### config.mk
export PLATFORM = sky130hd
export DESIGN_NAME = rxcs_top
export DESIGN_NICKNAME = d
export VERILOG_FILES = /design/src/rxcs_pkg.sv /design/src/rxcs_top.sv /design/src/rxcs_sync.sv
export SDC_FILE = /design/constraint.sdc
export NUM_CORES = 1
export LEC_CHECK = 0
export BUFFER_PORTS_ARGS = -buffer_cell sky130_fd_sc_hd__buf_4
export CORE_ASPECT_RATIO = 1.4
export CORE_MARGIN = 2
export CORE_UTILIZATION = 52
export CTS_BUF_LIST = sky130_fd_sc_hd__clkbuf_8 sky130_fd_sc_hd__clkbuf_16
export DETAILED_ROUTE_END_ITERATION = 10
export GPL_TIMING_DRIVEN = 0
export PLACE_DENSITY = 0.84
export SLEW_MARGIN = 15
export SYNTH_ARGS = -nofsm -noshare
export SYNTH_HDL_FRONTEND = slang
export SYNTH_SLANG_ARGS = --single-unit
### constraint.sdc
create_clock -name clk_i -period 4.4 [get_ports clk_i]
set_input_delay 0.22 -clock clk_i [delete_from_list [all_inputs] [get_ports clk_i]]
set_output_delay 0.22 -clock clk_i [all_outputs]
set_load 0.01 [all_outputs]
### src/rxcs_pkg.sv
// rxcs_pkg: register map, field layouts, states and timing of the receiver control and status block
package rxcs_pkg;

	// ----------------------------------------------------------------
	// register offsets (byte addresses)
	// ----------------------------------------------------------------
	localparam logic [7:0] ADDR_CTRL = 8'h00;
	localparam logic [7:0] ADDR_STAT = 8'h04;
	localparam logic [7:0] ADDR_IRQ_STAT = 8'h08;
	localparam logic [7:0] ADDR_IRQ_MASK = 8'h0C;
	localparam logic [7:0] ADDR_THRESH = 8'h10;

	// ----------------------------------------------------------------
	// field layouts
	// ----------------------------------------------------------------
	typedef struct packed {
		logic rdclk_en;
		logic manual_align;
		logic gigabit_ethernet_mode;
		logic pipe_mode;
		logic basic_8b10b;
	} rxcs_ctrl_t;

	typedef struct packed {
		logic [3:0] slip_count;
		logic manual_lock;
		logic sig_present;
		logic fifo_fault;
		logic data_lock;
	} rxcs_stat_t;

	typedef struct packed {
		logic sig_rise;
		logic fifo_fault_rise;
		logic lock_change;
	} rxcs_irq_t;

	localparam int CTRL_W = 5;
	localparam int STAT_W = 8;
	localparam int IRQ_W = 3;
	localparam int THRESH_W = 8;

	// ----------------------------------------------------------------
	// reset values
	// ----------------------------------------------------------------
	localparam logic [4:0] CTRL_RST = 5'h00;
	localparam logic [2:0] IRQ_MASK_RST = 3'h0;
	localparam logic [7:0] THRESH_RST = 8'h80;

	// ----------------------------------------------------------------
	// lock states and slip range
	// ----------------------------------------------------------------
	typedef enum logic [1:0] {
		RXCS_AUTO_LTR = 2'b00,
		RXCS_AUTO_LTD = 2'b01,
		RXCS_MAN_LTR = 2'b10,
		RXCS_MAN_LTD = 2'b11
	} rxcs_cdr_state_t;

	localparam logic [3:0] SLIP_MAX = 4'h9;

	// ----------------------------------------------------------------
	// timing
	// ----------------------------------------------------------------
	localparam int CLK_PERIOD_NS = 4;
	localparam int LOCK_DWELL_NS = 1000;
	localparam int LOCK_DWELL_CYC = (LOCK_DWELL_NS + CLK_PERIOD_NS - 1) / CLK_PERIOD_NS;
	localparam int RECOV_DIV = 10;
	localparam int RDCLK_DIV = 2;
	localparam int FIFO_DEPTH = 8;

endpackage

### src/rxcs_top.sv
// rxcs_top: receiver lock control, status flags, interrupts and wishbone register slave
//
// Design decisions made here: the Wishbone register port and the address map.
`timescale 1ns/1ns
// Function
// - optional phase FIFO read clock output, given here as a one-cycle enable pulse.
// - FIFO fault flag registered: high the cycle after phase FIFO level reads full or empty.
// - in manual alignment, slip count output reports slipped bits, 0 to 9.
// - data lock flag high in lock-to-data, low in lock-to-reference.
// - with force-data-lock low, force-reference-lock level decides lock state.
// - both lock controls low selects automatic lock mode.
// - controls 01 give manual mode held in lock-to-reference state.
// - force-data-lock high gives manual lock-to-data regardless of other control.
// - input-level flag high when input signal exceeds programmed threshold.
// - input-level flag only offered in basic 8B/10B or PIPE mode.
// - low-speed recovered clock only offered in gigabit Ethernet mode.
module rxcs_top #(
	parameter int FIFO_DEPTH = rxcs_pkg::FIFO_DEPTH,
	parameter int LOCK_DWELL_CYC = rxcs_pkg::LOCK_DWELL_CYC,
	parameter int RECOV_DIV = rxcs_pkg::RECOV_DIV,
	parameter int RDCLK_DIV = rxcs_pkg::RDCLK_DIV,
	parameter bit RDCLK_PRESENT = 1'b1
) (
	// clock and reset
	input wire logic clk_i,
	input wire logic rst_i,
	// wishbone slave
	input wire logic wb_cyc_i,
	input wire logic wb_stb_i,
	input wire logic wb_we_i,
	input wire logic [7:0] wb_adr_i,
	input wire logic [3:0] wb_sel_i,
	input wire logic [31:0] wb_dat_i,
	output logic [31:0] wb_dat_o,
	output logic wb_ack_o,
	// lock controls from fabric, asynchronous
	input wire logic force_data_lock_i,
	input wire logic force_ref_lock_i,
	// receiver front end status
	input wire logic freq_near_i,
	input wire logic [$clog2(FIFO_DEPTH+1)-1:0] fifo_level_i,
	input wire logic slip_req_i,
	input wire logic [7:0] sig_level_i,
	// status to fabric
	output logic data_lock_o,
	output logic manual_lock_o,
	output logic fifo_fault_o,
	output logic [3:0] slip_count_out_o,
	output logic sig_present_o,
	// clock enables to fabric
	output logic fifo_rd_en_o,
	output logic recov_clk_en_o,
	// interrupt
	output logic irq_o
);

	// ----------------------------------------------------------------
	// parameter checks
	// ----------------------------------------------------------------
	localparam int DW = $clog2(LOCK_DWELL_CYC + 1);
	localparam int RW = $clog2(RECOV_DIV + 1);
	localparam int CW = $clog2(RDCLK_DIV + 1);
	localparam int LW = $clog2(FIFO_DEPTH + 1);

	generate
		if (FIFO_DEPTH < 2 || LOCK_DWELL_CYC < 1 || RECOV_DIV < 2 || RDCLK_DIV < 1) begin : g_bad
			$error("rxcs_top: parameter out of range");
		end
	endgenerate

	// ----------------------------------------------------------------
	// lock control synchroniser
	// ----------------------------------------------------------------
	logic [1:0] lock_ctl;

	rxcs_sync #(
		.W(2)
	) u_sync (
		.clk_i(clk_i),
		.rst_i(rst_i),
		.async_i({force_data_lock_i, force_ref_lock_i}),
		.sync_o(lock_ctl)
	);

	// ----------------------------------------------------------------
	// register state
	// ----------------------------------------------------------------
	rxcs_pkg::rxcs_ctrl_t ctrl_r;
	rxcs_pkg::rxcs_ctrl_t ctrl_nxt;
	rxcs_pkg::rxcs_irq_t irq_stat_r;
	rxcs_pkg::rxcs_irq_t irq_stat_nxt;
	rxcs_pkg::rxcs_irq_t irq_mask_r;
	rxcs_pkg::rxcs_irq_t irq_mask_nxt;
	logic [rxcs_pkg::THRESH_W-1:0] thresh_r;
	logic [rxcs_pkg::THRESH_W-1:0] thresh_nxt;
	logic ack_r;
	logic ack_nxt;
	logic [31:0] rdata_r;
	logic [31:0] rdata_nxt;

	// ----------------------------------------------------------------
	// block state
	// ----------------------------------------------------------------
	rxcs_pkg::rxcs_cdr_state_t cdr_r;
	rxcs_pkg::rxcs_cdr_state_t cdr_nxt;
	logic [DW-1:0] dwell_r;
	logic [DW-1:0] dwell_nxt;
	logic [3:0] slip_r;
	logic [3:0] slip_nxt;
	logic fifo_fault_r;
	logic fifo_fault_nxt;
	logic sig_r;
	logic sig_nxt;
	logic [RW-1:0] recov_cnt_r;
	logic [RW-1:0] recov_cnt_nxt;
	logic [CW-1:0] rd_cnt_r;
	logic [CW-1:0] rd_cnt_nxt;
	logic recov_en_r;
	logic recov_en_nxt;
	logic rd_en_r;
	logic rd_en_nxt;

	rxcs_pkg::rxcs_stat_t stat;
	rxcs_pkg::rxcs_irq_t event_set;
	logic wr_stb;
	logic [31:0] wmask;

	// ----------------------------------------------------------------
	// lock state machine
	// ----------------------------------------------------------------
	always_comb begin
		cdr_nxt = cdr_r;
		dwell_nxt = dwell_r;
		if (lock_ctl[1]) begin
			cdr_nxt = rxcs_pkg::RXCS_MAN_LTD;
			dwell_nxt = '0;
		end else if (lock_ctl[0]) begin
			cdr_nxt = rxcs_pkg::RXCS_MAN_LTR;
			dwell_nxt = '0;
		end else begin
			case (cdr_r)
				rxcs_pkg::RXCS_AUTO_LTR: begin
					if (!freq_near_i) begin
						dwell_nxt = '0;
					end else if (dwell_r == DW'(LOCK_DWELL_CYC - 1)) begin
						cdr_nxt = rxcs_pkg::RXCS_AUTO_LTD;
						dwell_nxt = '0;
					end else begin
						dwell_nxt = dwell_r + DW'(1);
					end
				end
				rxcs_pkg::RXCS_AUTO_LTD: begin
					if (!freq_near_i) begin
						cdr_nxt = rxcs_pkg::RXCS_AUTO_LTR;
					end
				end
				default: begin
					cdr_nxt = rxcs_pkg::RXCS_AUTO_LTR;
					dwell_nxt = '0;
				end
			endcase
		end
	end

	always_ff @(posedge clk_i) begin
		if (rst_i) begin
			cdr_r <= rxcs_pkg::RXCS_AUTO_LTR;
			dwell_r <= '0;
		end else begin
			cdr_r <= cdr_nxt;
			dwell_r <= dwell_nxt;
		end
	end

	// ----------------------------------------------------------------
	// status flags, slip count and clock enables
	// ----------------------------------------------------------------
	always_comb begin
		fifo_fault_nxt = (fifo_level_i == '0) || (fifo_level_i == LW'(FIFO_DEPTH));
		sig_nxt = (ctrl_r.basic_8b10b || ctrl_r.pipe_mode) && (sig_level_i > thresh_r);
		slip_nxt = slip_r;
		if (!ctrl_r.manual_align) begin
			slip_nxt = 4'h0;
		end else if (slip_req_i) begin
			slip_nxt = (slip_r == rxcs_pkg::SLIP_MAX) ? 4'h0 : slip_r + 4'h1;
		end
		recov_cnt_nxt = '0;
		recov_en_nxt = 1'b0;
		if (ctrl_r.gigabit_ethernet_mode) begin
			recov_en_nxt = (recov_cnt_r == RW'(RECOV_DIV - 1));
			recov_cnt_nxt = recov_en_nxt ? '0 : recov_cnt_r + RW'(1);
		end
		rd_cnt_nxt = '0;
		rd_en_nxt = 1'b0;
		if (RDCLK_PRESENT && ctrl_r.rdclk_en) begin
			rd_en_nxt = (rd_cnt_r == CW'(RDCLK_DIV - 1));
			rd_cnt_nxt = rd_en_nxt ? '0 : rd_cnt_r + CW'(1);
		end
	end

	always_ff @(posedge clk_i) begin
		if (rst_i) begin
			fifo_fault_r <= 1'b0;
			sig_r <= 1'b0;
			slip_r <= 4'h0;
			recov_cnt_r <= '0;
			recov_en_r <= 1'b0;
			rd_cnt_r <= '0;
			rd_en_r <= 1'b0;
		end else begin
			fifo_fault_r <= fifo_fault_nxt;
			sig_r <= sig_nxt;
			slip_r <= slip_nxt;
			recov_cnt_r <= recov_cnt_nxt;
			recov_en_r <= recov_en_nxt;
			rd_cnt_r <= rd_cnt_nxt;
			rd_en_r <= rd_en_nxt;
		end
	end

	// ----------------------------------------------------------------
	// register bus and interrupts
	// ----------------------------------------------------------------
	always_comb begin
		stat.data_lock = (cdr_r == rxcs_pkg::RXCS_AUTO_LTD) || (cdr_r == rxcs_pkg::RXCS_MAN_LTD);
		stat.manual_lock = cdr_r[1];
		stat.fifo_fault = fifo_fault_r;
		stat.sig_present = sig_r;
		stat.slip_count = slip_r;
		event_set.lock_change = (cdr_nxt[0] != cdr_r[0]) || (cdr_nxt[1] != cdr_r[1]);
		event_set.fifo_fault_rise = fifo_fault_nxt && !fifo_fault_r;
		event_set.sig_rise = sig_nxt && !sig_r;
		wr_stb = wb_cyc_i && wb_stb_i && wb_we_i && ack_r;
		wmask = {{8{wb_sel_i[3]}}, {8{wb_sel_i[2]}}, {8{wb_sel_i[1]}}, {8{wb_sel_i[0]}}};
		ack_nxt = wb_cyc_i && wb_stb_i && !ack_r;
		ctrl_nxt = ctrl_r;
		irq_mask_nxt = irq_mask_r;
		thresh_nxt = thresh_r;
		irq_stat_nxt = irq_stat_r;
		rdata_nxt = rdata_r;
		if (wr_stb) begin
			case (wb_adr_i)
				rxcs_pkg::ADDR_CTRL: begin
					ctrl_nxt = rxcs_pkg::rxcs_ctrl_t'((wb_dat_i[rxcs_pkg::CTRL_W-1:0] & wmask[rxcs_pkg::CTRL_W-1:0])
						| (ctrl_r & ~wmask[rxcs_pkg::CTRL_W-1:0]));
				end
				rxcs_pkg::ADDR_IRQ_STAT: begin
					irq_stat_nxt = rxcs_pkg::rxcs_irq_t'(irq_stat_r & ~(wb_dat_i[rxcs_pkg::IRQ_W-1:0]
						& wmask[rxcs_pkg::IRQ_W-1:0]));
				end
				rxcs_pkg::ADDR_IRQ_MASK: begin
					irq_mask_nxt = rxcs_pkg::rxcs_irq_t'((wb_dat_i[rxcs_pkg::IRQ_W-1:0] & wmask[rxcs_pkg::IRQ_W-1:0])
						| (irq_mask_r & ~wmask[rxcs_pkg::IRQ_W-1:0]));
				end
				rxcs_pkg::ADDR_THRESH: begin
					thresh_nxt = (wb_dat_i[rxcs_pkg::THRESH_W-1:0] & wmask[rxcs_pkg::THRESH_W-1:0])
						| (thresh_r & ~wmask[rxcs_pkg::THRESH_W-1:0]);
				end
				default: begin
					ctrl_nxt = ctrl_r;
				end
			endcase
		end
		// set wins over a same-cycle clear
		irq_stat_nxt = irq_stat_nxt | event_set;
		if (ack_nxt) begin
			case (wb_adr_i)
				rxcs_pkg::ADDR_CTRL: rdata_nxt = {27'h0000000, ctrl_r};
				rxcs_pkg::ADDR_STAT: rdata_nxt = {24'h000000, stat};
				rxcs_pkg::ADDR_IRQ_STAT: rdata_nxt = {29'h00000000, irq_stat_r};
				rxcs_pkg::ADDR_IRQ_MASK: rdata_nxt = {29'h00000000, irq_mask_r};
				rxcs_pkg::ADDR_THRESH: rdata_nxt = {24'h000000, thresh_r};
				default: rdata_nxt = 32'h00000000;
			endcase
		end
	end

	always_ff @(posedge clk_i) begin
		if (rst_i) begin
			ctrl_r <= rxcs_pkg::rxcs_ctrl_t'(rxcs_pkg::CTRL_RST);
			irq_stat_r <= rxcs_pkg::rxcs_irq_t'(3'h0);
			irq_mask_r <= rxcs_pkg::rxcs_irq_t'(rxcs_pkg::IRQ_MASK_RST);
			thresh_r <= rxcs_pkg::THRESH_RST;
			ack_r <= 1'b0;
			rdata_r <= 32'h00000000;
		end else begin
			ctrl_r <= ctrl_nxt;
			irq_stat_r <= irq_stat_nxt;
			irq_mask_r <= irq_mask_nxt;
			thresh_r <= thresh_nxt;
			ack_r <= ack_nxt;
			rdata_r <= rdata_nxt;
		end
	end

	// ----------------------------------------------------------------
	// outputs
	// ----------------------------------------------------------------
	assign wb_ack_o = ack_r;
	assign wb_dat_o = rdata_r;
	assign data_lock_o = stat.data_lock;
	assign manual_lock_o = stat.manual_lock;
	assign fifo_fault_o = fifo_fault_r;
	assign slip_count_out_o = slip_r;
	assign sig_present_o = sig_r;
	assign fifo_rd_en_o = rd_en_r;
	assign recov_clk_en_o = recov_en_r;
	assign irq_o = |(irq_stat_r & irq_mask_r);

endmodule // rxcs_top

### src/rxcs_sync.sv
// rxcs_sync: two-flop level synchroniser, one lane per bit
`timescale 1ns/1ns
module rxcs_sync #(
	parameter int W = 2
) (
	// clock and reset
	input wire logic clk_i,
	input wire logic rst_i,
	// levels
	input wire logic [W-1:0] async_i,
	output logic [W-1:0] sync_o
);

	genvar g;
	generate
		for (g = 0; g < W; g++) begin : g_lane
			logic meta_r;
			logic meta_nxt;
			logic hold_r;
			logic hold_nxt;
			always_comb begin
				meta_nxt = async_i[g];
				hold_nxt = meta_r;
			end
			always_ff @(posedge clk_i) begin
				if (rst_i) begin
					meta_r <= 1'b0;
					hold_r <= 1'b0;
				end else begin
					meta_r <= meta_nxt;
					hold_r <= hold_nxt;
				end
			end
			assign sync_o[g] = hold_r;
		end
	endgenerate

endmodule // rxcs_sync

# ---- After elaboration in Yosys (flattened, before gate mapping)
# Cells that the tools add are included.
# W data, S select, Z words.
dict set report word_totals {
  ff_bits 80
  in_bits 65
  output_inout_bits 44
  word_cells 104
}
dict set report op_classes {
  n_addsub 4
  order_cmp 1
  eq_ne 13
  muxes 13
  n_bitwise 19
  n_reduce_logical 27
}
# op n
set ops {}
lappend ops {{$pmux W8 S5} 1}
lappend ops {{$and A8 B8 Y8} 2}
lappend ops {{$eq A8 B4 Y1 const B} 2}
lappend ops {{$mux W8} 2}
lappend ops {{$pmux W8 S2} 1}
lappend ops {{$and A3 B3 Y3} 4}
lappend ops {{$eq A4 B4 Y1 const B} 3}
lappend ops {{$reduce_or A3 Y1} 4}
lappend ops {{$and A5 B5 Y5} 2}
lappend ops {{$mux W2} 5}
lappend ops {{$add A4 B1 Y4 const B} 2}
lappend ops {{$add A8 B1 Y8 const B} 1}
lappend ops {{$eq A8 B3 Y1 const B} 1}
lappend ops {{$eq A8 B5 Y1 const B} 1}
lappend ops {{$eq A8 B8 Y1 const B} 1}
lappend ops {{$gt A8 B8 Y1} 1}
lappend ops {{$logic_not A8 Y1} 1}
lappend ops {{$not A8 Y8} 1}
lappend ops {{$or A8 B8 Y8} 1}
lappend ops {{$logic_and A1 B1 Y1} 7}
lappend ops {{$mux W3} 2}
lappend ops {{$not A3 Y3} 2}
lappend ops {{$or A3 B3 Y3} 2}
lappend ops {{$reduce_and A2 Y1} 3}
lappend ops {{14 further kinds} 25}

# ---- Depth between registers and ports, before layout
dict set report depth {
  word_depth 9
  depth_mapped 6
  depth_no_buf 6
}

# ---- By module
# A second synthesis with hierarchy kept.
dict set report unflattened {
  cells_unflattened 348
  hier_area_um2 2932.8
}
# mod n_inst cells_each area_per_inst_um2 seq_area_each_um2
set modules_own_cells {}
lappend modules_own_cells {rxcs_top 1 338 2812.7 1041.0}
lappend modules_own_cells {rxcs_sync 1 10 120.1 80.1}

# ---- Worst setup path before layout
# Ideal clock, no wire load.
dict set report synth_path {
  path_type {input to register}
  startpoint {input wb_adr_i[0]}
  endpoint {register with a tool-made name}
  setup_time_ns 0.128
  t_arrival_ns 1.547
  required_time_ns 4.272
  path_slack_ns 2.725
  path_stages 5
  n_path_buf 1
  cell_sequence {or4_4 -> or4_1 -> buf_2 -> mux2i_1 -> nor2_1}
}
# element line
set synth_lines {}
lappend synth_lines {{start: declaration} rxcs_top.sv:31} ;# input wire logic [7:0] wb_adr_i,

==> flow_summary.toml <==
[timing]
tightest_slew_ns = 0.638
setup_viol_count_final = 0
hold_violations = 0
max_freq_mhz = 533
clock_skew_ns = 0.00625
period_share_pct = 42.6
slew_violations = 0
fin_crit_ns = 1.88
setup_slack_ns = 2.52
slew_headroom_pct = 57.3
rsz0062_at_grt = "false"
hold_slack_ns = 0.0851
fin_setup_tns_ns = 0

[floorplanning]
coreArea_mm2 = 0.00520
die_w_um = 66.1
rows = 31
dieArea_mm2 = 0.00602
start_util_pct = 54.1
ioPinCount = 109
die_h_um = 91

[worst_setup_path]
crit_path_end = "irq_stat_r[2]"
crit_required_ns = 4.57
path_class = "register to register"
r2r_end = "irq_stat_r[2]"
critPathArrivalTime_ns = 2.04
worstPathMaxFanout = 3
worstRegToRegCells = 6
r2r_slack_ns = 2.52
cp-end-kind = "register"
start_kind = "register"

[layout]
antenna_cells = 0
fin_nets = 475
final_common_cell = "buf_4"
layout_common_cells = "buf_4 (78), dfxtp_1 (56), nor2_1 (41), conb_1 (24), mux2i_1 (21)"
area_growth_pct = 23.6
postLayoutCoreUtil_pct = 66.9
drive_gt1_share_pct = 23.9
fin_cells = 464

[synth]
ys_seq_area_share_pct = 39.9
synthAdderAreaFrac_pct = 5.79
synth_top_family_by_area = "simple AND/OR/NAND/NOR gates"
yosys.area_share.xor_xnor_pct = 3.12
syn_inst = 313
synthArstFlopShare_pct = 0
synthMuxAreaShare_pct = 8.68
synth-edff-count = 0
synth_area_mm2 = 0.00281
synth_top_area_cell = "dfxtp_1"
ys_ff_latch = 56
yosys.area_share.simple_pct = 20.7
synth_cell_types = 49
syn_area_per_cell_um2 = 8.98
yosys-top-cells-area = "dfxtp_1 (40%), mux2i_1 (7.5%), buf_4 (6.4%)"
synth_top_area_share_pct = 39.9
synth-main-ff-cell = "dfxtp_1"
yosys_warnings = 0
synth-compound-area-share_pct = 11.4

[routing]
wl_um = 6010
drt_iter0_markers = 146
ant_nets = 0
vias = 2409
drc_errors = 0
vias_per_cell = 5.19
drt_pre_antenna_iters = 4
wl_per_cell_um = 12.9

[clock_tree]
root_buffer = "clkbuf_8"
htree_levels = 2
clock_path_buffers = 2
postCtsSetupBuffers = 0
cts.sinks = 56
cts_buffers = 5
cts.repair.resized = 0
clock_latency_ns = 0.31
clk_pin_slew_ns = 0.10
postCtsHoldBufs = 0
cts_tree = "yes"

[placement]
post-place-cells = 456
dp_hpwl_um = 4740
port_buffers = 54
pre_cts_ws_ns = 2.40
gp_congestion = 0.813

[power_and_ir_drop]
p_sw_share_pct = 24.6
switchingPower_mw = 0.221
combPwrFrac_pct = 11.7
internal_power_mw = 0.678
pwr-share-clk_pct = 30.7
powerDensity_mw_per_mm2 = 259
p_seq_share_pct = 57.6
leakagePower_nw = 1.54
ir_drop_mv = 0.216

[status]
status = "completed"

[global_route]
grt_use_total_pct = 21.1
grt_max_degree = 18
grt_pass1_wl_um = 10200
first_global_vias = 2295
antenna_found_initial = 0
overflow = 0

[hold_path]
hold_class = "input pin to register"

[flow_run]
maxCapViolCount = 0
[critical path, cell delays in order (launching register included)]
cell       delay [ns]
dfxtp_1          0.35
inv_1            0.06
ha_1             0.30
a21oi_1          0.13
o21ai_0          0.15
a2111oi_0        0.54
o21ai_0          0.20
[layout make-up]
class / count / area (um2)
Clock buffer: 5 / 68.8
Inverter: 19 / 71.3
Timing Repair Buffer: 54 / 405
Buffer: 33 / 216
Fill cell: 453 / 1720
Multi-Input combinational cell: 228 / 1490
Tap cell: 66 / 82.6
Sequential cell: 56 / 1120
Clock inverter: 3 / 20.0
[how the worst min path moves through the flow]
stage                    start           end  slack [ns]  cells after the start
5_1_grt        fifo_level_i[0]  fifo_fault_o        0.08                      2
3_5_place_dp   fifo_level_i[2]  fifo_fault_o        0.41                      2
4_1_cts        fifo_level_i[2]  fifo_fault_o        0.08                      2
3_3_place_gp       rd_cnt_r[0]   rd_cnt_r[0]        0.41                      1
2_1_floorplan  fifo_level_i[2]  fifo_fault_o        0.31                      1
6_report       fifo_level_i[2]  fifo_fault_o        0.09                      2
[Yosys cell counts, types with 4 or more instances]
| master | number |
|---|---|
| ha_1 | 13 |
| clkbuf_1 | 5 |
| nand3_1 | 5 |
| xnor2_1 | 5 |
| mux2i_1 | 21 |
| nor2_1 | 41 |
| dfxtp_1 | 56 |
| buf_4 | 24 |
| nand2_1 | 15 |
| nor4_1 | 4 |
| nand3b_1 | 4 |
| nand4_1 | 4 |
| a22o_1 | 8 |
| nor2b_1 | 10 |
| a21oi_1 | 9 |
| xor2_1 | 5 |
| nor3b_1 | 4 |
| inv_1 | 19 |
| o21ai_0 | 13 |
[per-layer routing]
| metal | up-vias | GRT usage, % | routed length [um] |
|---|---|---|---|
| met5 | - | 0 | 0 |
| met4 | 0 | 6.29 | 106 |
| met3 | 11 | 4.09 | 293 |
| met2 | 60 | 37.6 | 3130 |
| met1 | 1120 | 25.0 | 2480 |
| li1 | 1218 | - | - |
[metrics by stage]
step                      power, mW  cell area (um2)
after floorplan               0.591             2900
after global placement        0.631             3390
after detailed placement      0.634             3390
after CTS                     0.905             3470
after global routing          0.936             3470
final                         0.899             3470
[logic make-up after synthesis]
group / Yosys count
buf+inv: 52
flops: 56
simple gates: 109
other cells: 1
fa+ha+maj: 13
mux: 24
compound gates: 48
xor+xnor: 10
[power by group through the flow]
| stage | Combinational [mW] | Clock (mW) | Sequential [mW] |
|---|---|---|---|
| 5_1_grt | 0.116 | 0.301 | 0.519 |
| 6_report | 0.105 | 0.276 | 0.518 |
| 3_5_place_dp | 0.104 | 0 | 0.530 |
| 2_1_floorplan | 0.0630 | 0 | 0.528 |
| 3_3_place_gp | 0.102 | 0 | 0.529 |
| 4_1_cts | 0.104 | 0.283 | 0.518 |
(Power assumes the default switching activity.)
